[src/shared/lmi_pkg.sv]
// Package: constants and types of the local memory interface
`default_nettype none
package lmi_pkg;
  localparam int ADDR_W = 17;
  localparam int DATA_W = 8;
  // Extra peripheral window: sixteen bytes at a fixed base
  localparam logic [16:0] XP_BASE = 17'h1FFF0;
  localparam logic [16:0] XP_MASK = 17'h1FFF0;
  // Cycle timing in clocks
  localparam logic [1:0] SETUP_CYC  = 2'h1;
  localparam logic [1:0] STROBE_CYC = 2'h2;
  localparam logic [1:0] HOLD_CYC   = 2'h1;
  // Target selection codes
  typedef enum logic [1:0] {TGT_SRAM, TGT_FLASH, TGT_XP} lmi_tgt_type;
  typedef enum logic [1:0] {ST_IDLE, ST_SETUP, ST_STROBE, ST_HOLD}
    lmi_state_type;
endpackage
`default_nettype wire

[src/shared/lmi_req_if.sv]
// Interface: request from the chosen source to the memory sequencer
`timescale 1ns/1ps
`default_nettype none
interface lmi_req_if;
  import lmi_pkg::*;
  logic              valid;
  logic              ready;
  logic              write;
  logic              from_core;
  lmi_tgt_type       tgt;
  logic [16:0]       addr;
  logic [7:0]        wdata;
  modport src (output valid, output write, output from_core, output tgt,
               output addr, output wdata, input ready);
  modport dst (input valid, input write, input from_core, input tgt,
               input addr, input wdata, output ready);
endinterface
`default_nettype wire

[src/core/lmi_arb.sv]
// Source arbiter: core first, host bus second, with window decode
`timescale 1ns/1ps
`default_nettype none
module lmi_arb
  import lmi_pkg::*;
(
  input  wire logic        i_core_valid,
  input  wire logic        i_core_write,
  input  wire logic        i_core_flash,
  input  wire logic [16:0] i_core_addr,
  input  wire logic [7:0]  i_core_wdata,
  output logic             o_core_ready,
  input  wire logic        i_host_valid,
  input  wire logic        i_host_write,
  input  wire logic        i_host_flash,
  input  wire logic [16:0] i_host_addr,
  input  wire logic [7:0]  i_host_wdata,
  output logic             o_host_ready,
  lmi_req_if.src           req
);
  wire core_xp = (i_core_addr & XP_MASK) == XP_BASE;
  assign req.valid     = i_core_valid | i_host_valid;
  assign req.from_core = i_core_valid;
  assign req.write     = i_core_valid ? i_core_write : i_host_write;
  assign req.addr      = i_core_valid ? i_core_addr : i_host_addr;
  assign req.wdata     = i_core_valid ? i_core_wdata : i_host_wdata;
  // Host never reaches the peripheral window
  assign req.tgt = i_core_valid ? (core_xp ? TGT_XP :
                   (i_core_flash ? TGT_FLASH : TGT_SRAM)) :
                   (i_host_flash ? TGT_FLASH : TGT_SRAM);
  assign o_core_ready = req.ready & i_core_valid;
  assign o_host_ready = req.ready & ~i_core_valid;
endmodule // lmi_arb
`default_nettype wire

[src/core/lmi_top.sv]
// Top: local memory bus sequencer for SRAM, Flash and one peripheral
`timescale 1ns/1ps
`default_nettype none
module lmi_top
  import lmi_pkg::*;
(
  input  wire logic        i_clk_sys,
  input  wire logic        i_rst,
  input  wire logic        i_core_valid,
  input  wire logic        i_core_write,
  input  wire logic        i_core_flash,
  input  wire logic [16:0] i_core_addr,
  input  wire logic [7:0]  i_core_wdata,
  output logic             o_core_ready,
  input  wire logic        i_host_valid,
  input  wire logic        i_host_write,
  input  wire logic        i_host_flash,
  input  wire logic [16:0] i_host_addr,
  input  wire logic [7:0]  i_host_wdata,
  output logic             o_host_ready,
  output logic [7:0]       o_rdata,
  output logic             o_rdata_valid,
  output logic [16:0]      o_mem_addr,
  input  wire logic [7:0]  i_mem_data,
  output logic [7:0]       o_mem_data,
  output logic             o_mem_data_oe,
  output logic             o_flash_sel_n,
  output logic             o_sram_sel_n,
  output logic             o_extra_periph_sel_n,
  output logic             o_mem_read_gate_n,
  output logic             o_mem_write_strobe_n
);
  // ----------------------------------------------------------------
  // Request arbitration
  // ----------------------------------------------------------------
  lmi_req_if req ();
  lmi_arb u_arb (
    .i_core_valid (i_core_valid),
    .i_core_write (i_core_write),
    .i_core_flash (i_core_flash),
    .i_core_addr  (i_core_addr),
    .i_core_wdata (i_core_wdata),
    .o_core_ready (o_core_ready),
    .i_host_valid (i_host_valid),
    .i_host_write (i_host_write),
    .i_host_flash (i_host_flash),
    .i_host_addr  (i_host_addr),
    .i_host_wdata (i_host_wdata),
    .o_host_ready (o_host_ready),
    .req          (req)
  );

  // ----------------------------------------------------------------
  // Sequencer
  // ----------------------------------------------------------------
  lmi_state_type state;
  lmi_tgt_type   tgt;
  logic          wr;
  logic [1:0]    cnt;
  logic [7:0]    din_s1;
  logic [7:0]    din_s2;

  wire idle_take = (state == ST_IDLE) & req.valid;
  assign req.ready = idle_take;
  wire cnt_done  = (cnt == 2'h1);
  wire strobe    = (state == ST_STROBE);

  always_ff @(posedge i_clk_sys)
  begin
    if (i_rst)
    begin
      state <= ST_IDLE;
      cnt   <= 2'h0;
      tgt   <= TGT_SRAM;
      wr    <= 1'b0;
    end
    else
    begin
      unique case (state)
        ST_IDLE:
        begin
          if (req.valid)
          begin
            state <= ST_SETUP;
            cnt   <= SETUP_CYC;
            tgt   <= req.tgt;
            wr    <= req.write;
          end
        end
        ST_SETUP:
        begin
          if (cnt_done)
          begin
            state <= ST_STROBE;
            cnt   <= STROBE_CYC;
          end
          else
            cnt <= cnt - 2'h1;
        end
        ST_STROBE:
        begin
          if (cnt_done)
          begin
            state <= ST_HOLD;
            cnt   <= HOLD_CYC;
          end
          else
            cnt <= cnt - 2'h1;
        end
        ST_HOLD:
        begin
          if (cnt_done)
            state <= ST_IDLE;
          else
            cnt <= cnt - 2'h1;
        end
      endcase
    end
  end

  // Address and write data latched at take, held to cycle end
  always_ff @(posedge i_clk_sys)
  begin
    if (i_rst)
    begin
      o_mem_addr <= 17'h00000;
      o_mem_data <= 8'h00;
    end
    else if (idle_take)
    begin
      o_mem_addr <= req.addr;
      o_mem_data <= req.wdata;
    end
  end

  // ----------------------------------------------------------------
  // Pin strobes, all registered
  // ----------------------------------------------------------------
  wire next_act = (state == ST_IDLE) ? req.valid :
                  !((state == ST_HOLD) & cnt_done);
  wire next_stb = ((state == ST_SETUP) & cnt_done) |
                  (strobe & !cnt_done);
  lmi_tgt_type next_tgt;
  logic        next_wr;
  assign next_tgt = (state == ST_IDLE) ? req.tgt : tgt;
  assign next_wr  = (state == ST_IDLE) ? req.write : wr;

  always_ff @(posedge i_clk_sys)
  begin
    if (i_rst)
    begin
      o_sram_sel_n         <= 1'b1;
      o_flash_sel_n        <= 1'b1;
      o_extra_periph_sel_n <= 1'b1;
      o_mem_read_gate_n    <= 1'b1;
      o_mem_write_strobe_n <= 1'b1;
      o_mem_data_oe        <= 1'b0;
    end
    else
    begin
      o_sram_sel_n  <= !(next_act & (next_tgt == TGT_SRAM));
      o_flash_sel_n <= !(next_act & (next_tgt == TGT_FLASH));
      o_extra_periph_sel_n <= !(next_act & (next_tgt == TGT_XP));
      o_mem_read_gate_n    <= !(next_stb & !next_wr);
      o_mem_write_strobe_n <= !(next_stb & next_wr);
      o_mem_data_oe        <= next_act & next_wr;
    end
  end

  // ----------------------------------------------------------------
  // Read data capture through two flops
  // ----------------------------------------------------------------
  wire rd_cap = strobe & cnt_done & !wr;
  logic rd_p1;
  logic rd_p2;
  always_ff @(posedge i_clk_sys)
  begin
    if (i_rst)
    begin
      din_s1        <= 8'h00;
      din_s2        <= 8'h00;
      rd_p1         <= 1'b0;
      rd_p2         <= 1'b0;
      o_rdata       <= 8'h00;
      o_rdata_valid <= 1'b0;
    end
    else
    begin
      din_s1        <= i_mem_data;
      din_s2        <= din_s1;
      rd_p1         <= rd_cap;
      rd_p2         <= rd_p1;
      o_rdata_valid <= rd_p2;
      if (rd_p2)
        o_rdata <= din_s2;
    end
  end

  // ----------------------------------------------------------------
  // Checks
  // ----------------------------------------------------------------
  chk_one_select: assert property (
    @(posedge i_clk_sys) disable iff (i_rst)
    $countones({o_sram_sel_n, o_flash_sel_n, o_extra_periph_sel_n}) >= 2)
    else $error("more than one select active");
  chk_xp_core_only: assert property (
    @(posedge i_clk_sys) disable iff (i_rst)
    (idle_take & !req.from_core) |=> o_extra_periph_sel_n [*4])
    else $error("peripheral select for host access");
  chk_xp_window: assert property (
    @(posedge i_clk_sys) disable iff (i_rst)
    $fell(o_extra_periph_sel_n) |->
    ((o_mem_addr & XP_MASK) == XP_BASE))
    else $error("peripheral select outside window");
  chk_wr_addr_stable: assert property (
    @(posedge i_clk_sys) disable iff (i_rst)
    !o_mem_write_strobe_n |-> $stable(o_mem_addr))
    else $error("address moved under write strobe");
  chk_wr_data_stable: assert property (
    @(posedge i_clk_sys) disable iff (i_rst)
    $rose(o_mem_write_strobe_n) |->
    ($stable(o_mem_data) && o_mem_data_oe))
    else $error("write data not held at strobe rise");
  chk_rd_gate_sel: assert property (
    @(posedge i_clk_sys) disable iff (i_rst)
    !o_mem_read_gate_n |-> (!o_mem_data_oe &&
    !(o_sram_sel_n && o_flash_sel_n && o_extra_periph_sel_n)))
    else $error("read gate without select or with drive");
  chk_flash_len: assert property (
    @(posedge i_clk_sys) disable iff (i_rst)
    $fell(o_flash_sel_n) |-> !o_flash_sel_n [*4] ##1 o_flash_sel_n)
    else $error("flash select length wrong");
  chk_sram_strobe: assert property (
    @(posedge i_clk_sys) disable iff (i_rst)
    $fell(o_sram_sel_n) |-> ##1 (!o_mem_read_gate_n ||
    !o_mem_write_strobe_n) [*2] ##1 (o_mem_read_gate_n &&
    o_mem_write_strobe_n && !o_sram_sel_n))
    else $error("sram cycle shape wrong");
  chk_addr_driven: assert property (
    @(posedge i_clk_sys) disable iff (i_rst)
    idle_take |=> (o_mem_addr == $past(req.addr)))
    else $error("address not latched");
  chk_rd_return: assert property (
    @(posedge i_clk_sys) disable iff (i_rst)
    rd_cap |-> ##3 (o_rdata_valid && (o_rdata == $past(i_mem_data, 3))))
    else $error("read data not returned");
endmodule // lmi_top
`default_nettype wire

[config.mk]
export PLATFORM = sky130hd
export DESIGN_NAME = lmi_top
export DESIGN_NICKNAME = d
export VERILOG_FILES = /design/src/shared/lmi_pkg.sv /design/src/shared/lmi_req_if.sv /design/src/core/lmi_arb.sv /design/src/core/lmi_top.sv
export SDC_FILE = /design/constraint.sdc
export NUM_CORES = 1
export LEC_CHECK = 0
export CORE_ASPECT_RATIO = 1.2
export CORE_MARGIN = 4
export CORE_UTILIZATION = 25
export CTS_CLUSTER_SIZE = 16
export DETAILED_ROUTE_END_ITERATION = 8
export DONT_BUFFER_PORTS = 1
export PLACE_DENSITY = 0.42
export SETUP_SLACK_MARGIN = 0.5
export SYNTH_ARGS = -nofsm -noshare
export SYNTH_HDL_FRONTEND = slang
export SYNTH_SLANG_ARGS = --single-unit
[constraint.sdc]
create_clock -name i_clk_sys -period 5.2 [get_ports i_clk_sys]
set_input_delay 1.56 -clock i_clk_sys [delete_from_list [all_inputs] [get_ports i_clk_sys]]
set_output_delay 1.56 -clock i_clk_sys [all_outputs]
set_load 0.05 [all_outputs]
==> qor.log, run 1 <==
[sta] Max Fclk 265.1 MHz
[worst_setup_path] depth of the most critical reg-to-reg path 5
[synthesis] share of flip-flops with an asynchronous set or reset after synthesis 0
[synthesis] Synthesized Nets 336
[run] max-capacitance violation count 0
[clock_network] Reg clk slew, reported paths 0.05 ns
[clock_network] buffer cell driving the clock tree root sky130_fd_sc_hd__clkbuf_16
[clock_network] number of buffers inserted by post-CTS setup repair 0
[synthesis] simple-gate share of the synthesized area 0.1692
[worst_setup_path] endpoint class of the critical path output pin
[clock_network] H-tree levels 3
[clock_network] total clock buffers created by CTS 9
[synthesis] synthesized area per cell 10.04 um2
[synthesis] post-synthesis instance area 2640 um2
[clock_network] hold bufs inserted after CTS 0
[synthesis] Post-synth EDFFs 0
[route] DR vias 1833
[route] vias per cell 4.724
[synthesis] complex-gate fraction of the synthesized area 0.1242
[synthesis] number of library cell types mapped by synthesis 33
[power] standby leakage power 0.001185 uW
[power] maximum resistive drop on vdd 0.0003672 V
[global_route] gr ovfl total 0
[worst_setup_path] reg2reg start state[1]
[cells_and_area] # nets final 330
[global_route] vias in the first global route 1886
[worst_setup_path] worst flop-to-flop path endpoint tgt[0]
[sta] worst-case headroom to the max-slew limit 0.3743
[global_route] pin count of the biggest net entering global routing 61
[global_route] initial antenna violation count 0
[route] total length of routed wires 5973 um
[clock_network] clock network latency to the later pin of the worst-skew pair 0.32 ns
[sta] number of max-slew violations in the final report 0
[worst_setup_path] Setup crit end o_host_ready
[global_route] GRT Total Usage 0.1006
[global_route] wire length of the first global-routing pass 9494 um
[die] area enclosed by the die boundary 12280 um2
[synthesis] main area contributors after synthesis sky130_fd_sc_hd__dfxtp_1 49%, sky130_fd_sc_hd__mux2i_1 14%, sky130_fd_sc_hd__a211oi_1 8.0%
[route] initial DRC count 32
[route] Antenna Nets Post-Route 0
[route] routed len/inst 15.39 um
[sta] final setup skew 0.005145 ns
[sta] final hold viol count 0
[synthesis] cell type contributing the most total cell area after synthesis sky130_fd_sc_hd__dfxtp_1
[worst_hold_path] worst min path class reg2reg
[die] count of pins on the block boundary 108
[cells_and_area] fraction of layout cells with a size suffix above 1 0.06489
[placed_design] post-detailed-placement half-perimeter wirelength 4346 um
[placed_design] port buffer count 0
[worst_setup_path] Crit Path Max Fanout 35
[synthesis] Yosys reg bits 65
[clock_network] clock tree from TritonCTS built
[route] DRC violation count after routing 0
[die] Core Region 10160 um2
[synthesis] share of synthesized cell area in full adder, half adder and majority cells 0.03318
[sta] Setup violations, final 0
[synthesis] multiplexer area fraction after synthesis 0.1403
[synthesis] list of most frequent post-synthesis cells 65 x sky130_fd_sc_hd__dfxtp_1, 39 x sky130_fd_sc_hd__nor2_1, 37 x sky130_fd_sc_hd__mux2i_1
[clock_network] clk sink count 65
[die] effective utilization at floorplan 0.2599
[synthesis] Synth warnings 0
[worst_setup_path] launch point of the worst path i_core_valid
[worst_setup_path] critical path launch point type input port
[cells_and_area] area delta synth->final 14.12%
[sta] Sum Neg Setup Slack 0 ns
[route] number of detailed-route iterations in the first pass 2
[run_status] result of the run finished clean
[sta] Period Utilization, post-route 0.7254
[sta] final worst path period need 3.772 ns
[synthesis] most common flop cell mapped by yosys sky130_fd_sc_hd__dfxtp_1
[clock_network] CTS-repair resized insts 0
[power] total power density per cell area 622.4 nW/um2
[synthesis] fraction of synthesized cell area in xor and xnor cells 0
[worst_setup_path] Worst Setup Path Type in2out
[cells_and_area] antenna cell count 0
[die] x dimension of the die 101.8 um
[clock_network] Bufs on Longest Clock Path 2
[sta] unrepaired setup endpoints after global routing false
[die] # rows 40
[worst_setup_path] Required @ worst endpoint 3.64 ns
[worst_setup_path] critical path data arrival time 2.21 ns
[die] Die H 120.6 um
[placed_design] Routability Congestion 0.6839
[synthesis] dominant combinational cell family by area after synthesis simple AND/OR/NAND/NOR gates
[synthesis] most common cell in the synthesized netlist sky130_fd_sc_hd__dfxtp_1
[synthesis] area fraction of the dominant cell type after synthesis 0.4929
[worst_setup_path] slack of the worst reg-to-reg path 3.00 ns
[power] Pwr Total 1875 uW
[sta] transition time at the pin with the least slew margin 0.9386 ns
[synthesis] Mapped Cells 263
[synthesis] register area share after synthesis 0.4929
==> registers in the layout, indices dropped and copies added (netlist names) <==
register,cells
cnt,2
o_flash_sel_n,1
rd_p1,1
tgt,2
o_mem_data,8
o_mem_write_strobe_n,1
o_mem_data_oe,1
din_s2,8
state,2
o_rdata_valid,1
rd_p2,1
o_mem_addr,17
o_sram_sel_n,1
wr,1
o_extra_periph_sel_n,1
din_s1,8
o_rdata,8
o_mem_read_gate_n,1
==> placed cells by master (no fill, tap or decap), types with 3 or more instances in the layout <==
cell type,netlist,final
sky130_fd_sc_hd__a211oi_1,28,28
sky130_fd_sc_hd__a21oi_1,4,4
sky130_fd_sc_hd__clkbuf_1,8,3
sky130_fd_sc_hd__clkbuf_16,0,9
sky130_fd_sc_hd__dfxtp_1,65,65
sky130_fd_sc_hd__ha_1,7,7
sky130_fd_sc_hd__inv_1,6,6
sky130_fd_sc_hd__mux2i_1,37,37
sky130_fd_sc_hd__nand2_1,5,5
sky130_fd_sc_hd__nand2b_1,3,3
sky130_fd_sc_hd__nor2_1,39,39
sky130_fd_sc_hd__nor2b_1,22,22
sky130_fd_sc_hd__nor4_1,3,3
sky130_fd_sc_hd__o21ai_0,5,5
==> report_power, final <==
group	total (uW)	internal, uW	switching [uW]
registers	972	606	366
logic	320	132	187
clock network	583	382	201
total	1880	1120	755
==> metrics by stage <==
step | setup slack [ns] | utilization | cells | hold WS, ns | area, um2
floorplan | 0.9025 | - | 263 | 0.4138 | 2640
detailed placement | 1.437 | 0.2680 | 372 | 0.4220 | 2723
global placement | 1.440 | 0.2680 | 372 | 0.4201 | 2723
CTS | 1.429 | 0.2966 | 388 | 0.4346 | 3013
finish | 1.428 | 0.2966 | 388 | 0.4323 | 3013
global route | 1.341 | 0.2966 | 388 | 0.4482 | 3013
==> logic make-up after synthesis <==
kind of cell,count (synthesis)
and+or+nand+nor,85
buffers and inverters,24
muxes,37
adders and majority gates,7
AOI/OAI and AO/OA,45
DFF,65
==> how the worst min path moves through the flow <==
stage	startpoint	end	slack, ns	depth (start not counted)
detailed placement	din_s1[5]	din_s2[5]	0.42	1
global placement	din_s1[5]	din_s2[5]	0.42	1
floorplan	din_s1[0]	din_s2[0]	0.41	1
CTS	din_s1[5]	din_s2[5]	0.43	1
global route	din_s1[5]	din_s2[5]	0.45	1
finish	din_s1[6]	din_s2[6]	0.43	1
==> cell type report <==
cell class	instances	area (um2)
well taps	126	157.7
clock inverters	3	40.04
multi-input cells	174	1234
inverters	6	22.52
fillers	1061	7147
flip-flops and latches	65	1301
clock buffers	13	250.2
repair buffers	1	7.507
==> worst max-delay path: stages <==
cell	delay (ns)
sky130_fd_sc_hd__o21ai_0	0.37
sky130_fd_sc_hd__nor2_1	0.08
sky130_fd_sc_hd__buf_4	0.20
==> per-layer routing <==
layer  wire length (um)  track usage  vias to the layer above
li1                   -            -                      913
met1               2697       0.1248                      820
met2               2541       0.1461                       90
met3                604      0.04097                       10
met4                130      0.05660                        0
met5                  0            0                        -
(Power assumes the default switching activity.)
==> run 2: changes to the inputs <==
--- a/config.mk
+++ b/config.mk
@@ -11,7 +11,7 @@
 export CTS_CLUSTER_SIZE = 16
 export DETAILED_ROUTE_END_ITERATION = 8
 export DONT_BUFFER_PORTS = 1
-export PLACE_DENSITY = 0.42
+export PLACE_DENSITY = 0.44
 export SETUP_SLACK_MARGIN = 0.5
 export SYNTH_ARGS = -nofsm -noshare
 export SYNTH_HDL_FRONTEND = slang
==> constraint.sdc (replaced) <==
create_clock -name i_clk_sys -period 3.4 [get_ports i_clk_sys]
set_input_delay 1.02 -clock i_clk_sys [delete_from_list [all_inputs] [get_ports i_clk_sys]]
set_output_delay 1.02 -clock i_clk_sys [all_outputs]
set_load 0.05 [all_outputs]
==> run 2 against run 1 <==
Critical path depth unchanged. First-iteration DRC count grew 94%. Sequential power increased by 52%. Utilization is 0.22 points higher. Global-route usage rose by 0.18 points. Hold slack improved by 0.00071 ns. Critical path type unchanged. Critical endpoint unchanged.
==> qor.log, run 2 (same netlist as run 1, synthesis figures left out) <==
[clock_network] total clock buffers created by CTS 9 [unchanged]
[clock_network] clock tree from TritonCTS built
[global_route] wire length of the first global-routing pass 9653 um [+1.7%]
[sta] number of max-slew violations in the final report 0 [unchanged]
[sta] worst-case headroom to the max-slew limit 0.5200 [+0.1457]
[die] area enclosed by the die boundary 12280 um2 [unchanged]
[power] total power density per cell area 951.7 nW/um2 [+53%]
[sta] final worst path period need 2.566 ns
[worst_hold_path] Hold Path Stages 1 [unchanged]
[clock_network] hold bufs inserted after CTS 0 [unchanged]
[sta] final setup skew 0.005445 ns [+0.0002999 ns]
[die] count of pins on the block boundary 108 [unchanged]
[sta] transition time at the pin with the least slew margin 0.7184 ns [-0.2202 ns]
[sta] Max Fclk 389.7 MHz
[run_status] result of the run finished clean
[placed_design] port buffer count 0 [unchanged]
[clock_network] clock network latency to the later pin of the worst-skew pair 0.33 ns [about the same]
[run] max-capacitance violation count 0 [unchanged]
[global_route] initial antenna violation count 0 [unchanged]
[cells_and_area] number of flip-flops under the largest register name 17 [unchanged]
[sta] final hold viol count 0 [unchanged]
[die] Die H 120.6 um [unchanged]
[worst_setup_path] Required @ worst endpoint 2.38 ns [-1.26 ns]
[route] vias per cell 4.638 [-1.8%]
[placed_design] post-detailed-placement half-perimeter wirelength 4298 um [-1.1%]
[cells_and_area] area taken by flip-flops and latches 1301 um2 [unchanged]
[placed_design] Routability Congestion 0.7368 [+7.7%]
[global_route] pin count of the biggest net entering global routing 61 [unchanged]
[worst_setup_path] critical path data arrival time 1.55 ns [-0.66 ns]
[worst_setup_path] Max stage delay cell, worst path sky130_fd_sc_hd__nor2_4
[worst_setup_path] total buffers and inverters traversed by the critical path 1 [unchanged]
[worst_setup_path] endpoint class of the critical path output pin
[cells_and_area] commonest non-fill, non-tap cell in the layout sky130_fd_sc_hd__dfxtp_1
[worst_setup_path] CP Cell Sequence o21ai_0, buf_4, nor2_4
[worst_setup_path] depth of the critical timing path with buffers and inverters included 3 [unchanged]
[route] initial DRC count 62 [+94%]
[cells_and_area] antenna cell count 0 [unchanged]
[sta] Setup violations, final 0 [unchanged]
[route] total length of routed wires 6037 um [+1.1%]
[worst_setup_path] Worst Setup Path Type in2out
[worst_setup_path] delay of the slowest cell on the worst path 0.28 ns [-0.09 ns]
[worst_setup_path] Crit path max-delay family simple AND/OR/NAND/NOR gates
[cells_and_area] share of the core filled with cells in the final layout 0.2988 [+0.002216]
[route] DR vias 1809 [-1.3%]
[sta] Sum Neg Setup Slack 0 ns [unchanged]
[global_route] vias in the first global route 1845 [-2.2%]
[clock_network] buffer cell driving the clock tree root sky130_fd_sc_hd__clkbuf_16
[cells_and_area] finished layout cell area 3035 um2 [+0.75%]
[cells_and_area] fraction of layout cells with a size suffix above 1 0.09091 [+0.02602]
[die] Core Region 10160 um2 [unchanged]
[global_route] GRT Total Usage 0.1025 [+0.001839]
[die] effective utilization at floorplan 0.2599 [unchanged]
[power] standby leakage power 0.001190 uW [+0.47%]
[sta] unrepaired setup endpoints after global routing false
[cells_and_area] area occupied by multi-input gates 1244 um2 [+0.81%]
[power] maximum resistive drop on vdd 0.0003737 V [+1.8%]
[die] # rows 40 [unchanged]
[cells_and_area] FILL cells 1045 [-1.5%]
[route] Antenna Nets Post-Route 0 [unchanged]
[worst_hold_path] worst min path class reg2reg
[sta] Period Utilization, post-route 0.7547
[clock_network] Reg clk slew, reported paths 0.06 ns [about the same]
[route] DRC violation count after routing 0 [unchanged]
[cells_and_area] leading cell types in the layout, fill and taps excluded 65 x sky130_fd_sc_hd__dfxtp_1, 38 x sky130_fd_sc_hd__nor2_1, 37 x sky130_fd_sc_hd__mux2i_1
[route] number of detailed-route iterations in the first pass 4 [+2]
[clock_network] clk sink count 65 [unchanged]
[worst_setup_path] depth of the most critical reg-to-reg path 7 [+2]
[clock_network] CTS-repair resized insts 0 [unchanged]
[cells_and_area] # nets final 332 [+0.61%]
[clock_network] Bufs on Longest Clock Path 2 [unchanged]
[placed_design] Post-DP Area 2748 um2 [+0.92%]
[route] routed len/inst 15.48 um [+0.55%]
[global_route] gr ovfl total 0 [unchanged]
[clock_network] number of buffers inserted by post-CTS setup repair 0 [unchanged]
[die] x dimension of the die 101.8 um [unchanged]
[worst_setup_path] critical path launch point type input port
[cells_and_area] register containing the most flip-flops in the final layout o_mem_addr
[clock_network] H-tree levels 3 [unchanged]
[worst_setup_path] Crit Path Max Fanout 35 [unchanged]
[power] Pwr Total 2889 uW [+54%]
[cells_and_area] area delta synth->final 14.98%
run 2: cell types whose count changed in the layout (fill, tap and decap cells not counted), moves of 2 or more:
cell | previous run | this run
sky130_fd_sc_hd__inv_6 | 0 | 2
sky130_fd_sc_hd__buf_4 | 1 | 3
sky130_fd_sc_hd__clkinvlp_4 | 0 | 2
sky130_fd_sc_hd__clkbuf_1 | 3 | 0
run 2: final timing paths:
check / from / endpoint / slack, ns
worst min register to register: din_s1[3] / din_s2[3] / 0.43
worst max-delay path: i_core_valid / o_host_ready / 0.83
worst max register to register: state[0] / o_mem_data[6] / 1.38
worst min-delay path: din_s1[3] / din_s2[3] / 0.43
run 2: routing by layer:
layer / global-route usage / part of all wire
met3: 0.05309 / 0.097
met5: 0 / 0
met2: 0.1518 / 0.46
met1: 0.1222 / 0.43
met4: 0.04676 / 0.0084
run 2: cell type report:
class                      count  area share
sequential                    65      0.4287
multi-input combinational    174      0.4097
clock buffer                  10     0.07873
tap                          126     0.05194
clock inverter                 6     0.01608
timing repair buffer           3    0.007420
inverter                       6    0.007420
run 2: metrics by stage:
stage	setup slack [ns]	hold slack, ns	std cells
final	0.8341	0.4330	390
after global routing	0.8096	0.4461	390
after CTS	0.8357	0.4372	390
after detailed placement	0.8429	0.4218	374
after global placement	0.8463	0.4173	374
after floorplan	0.5508	0.4138	263
run 2: report_power, final:
group          switching (uW)  internal [uW]
logic                     303            218
registers                 556            925
clock network             366            522
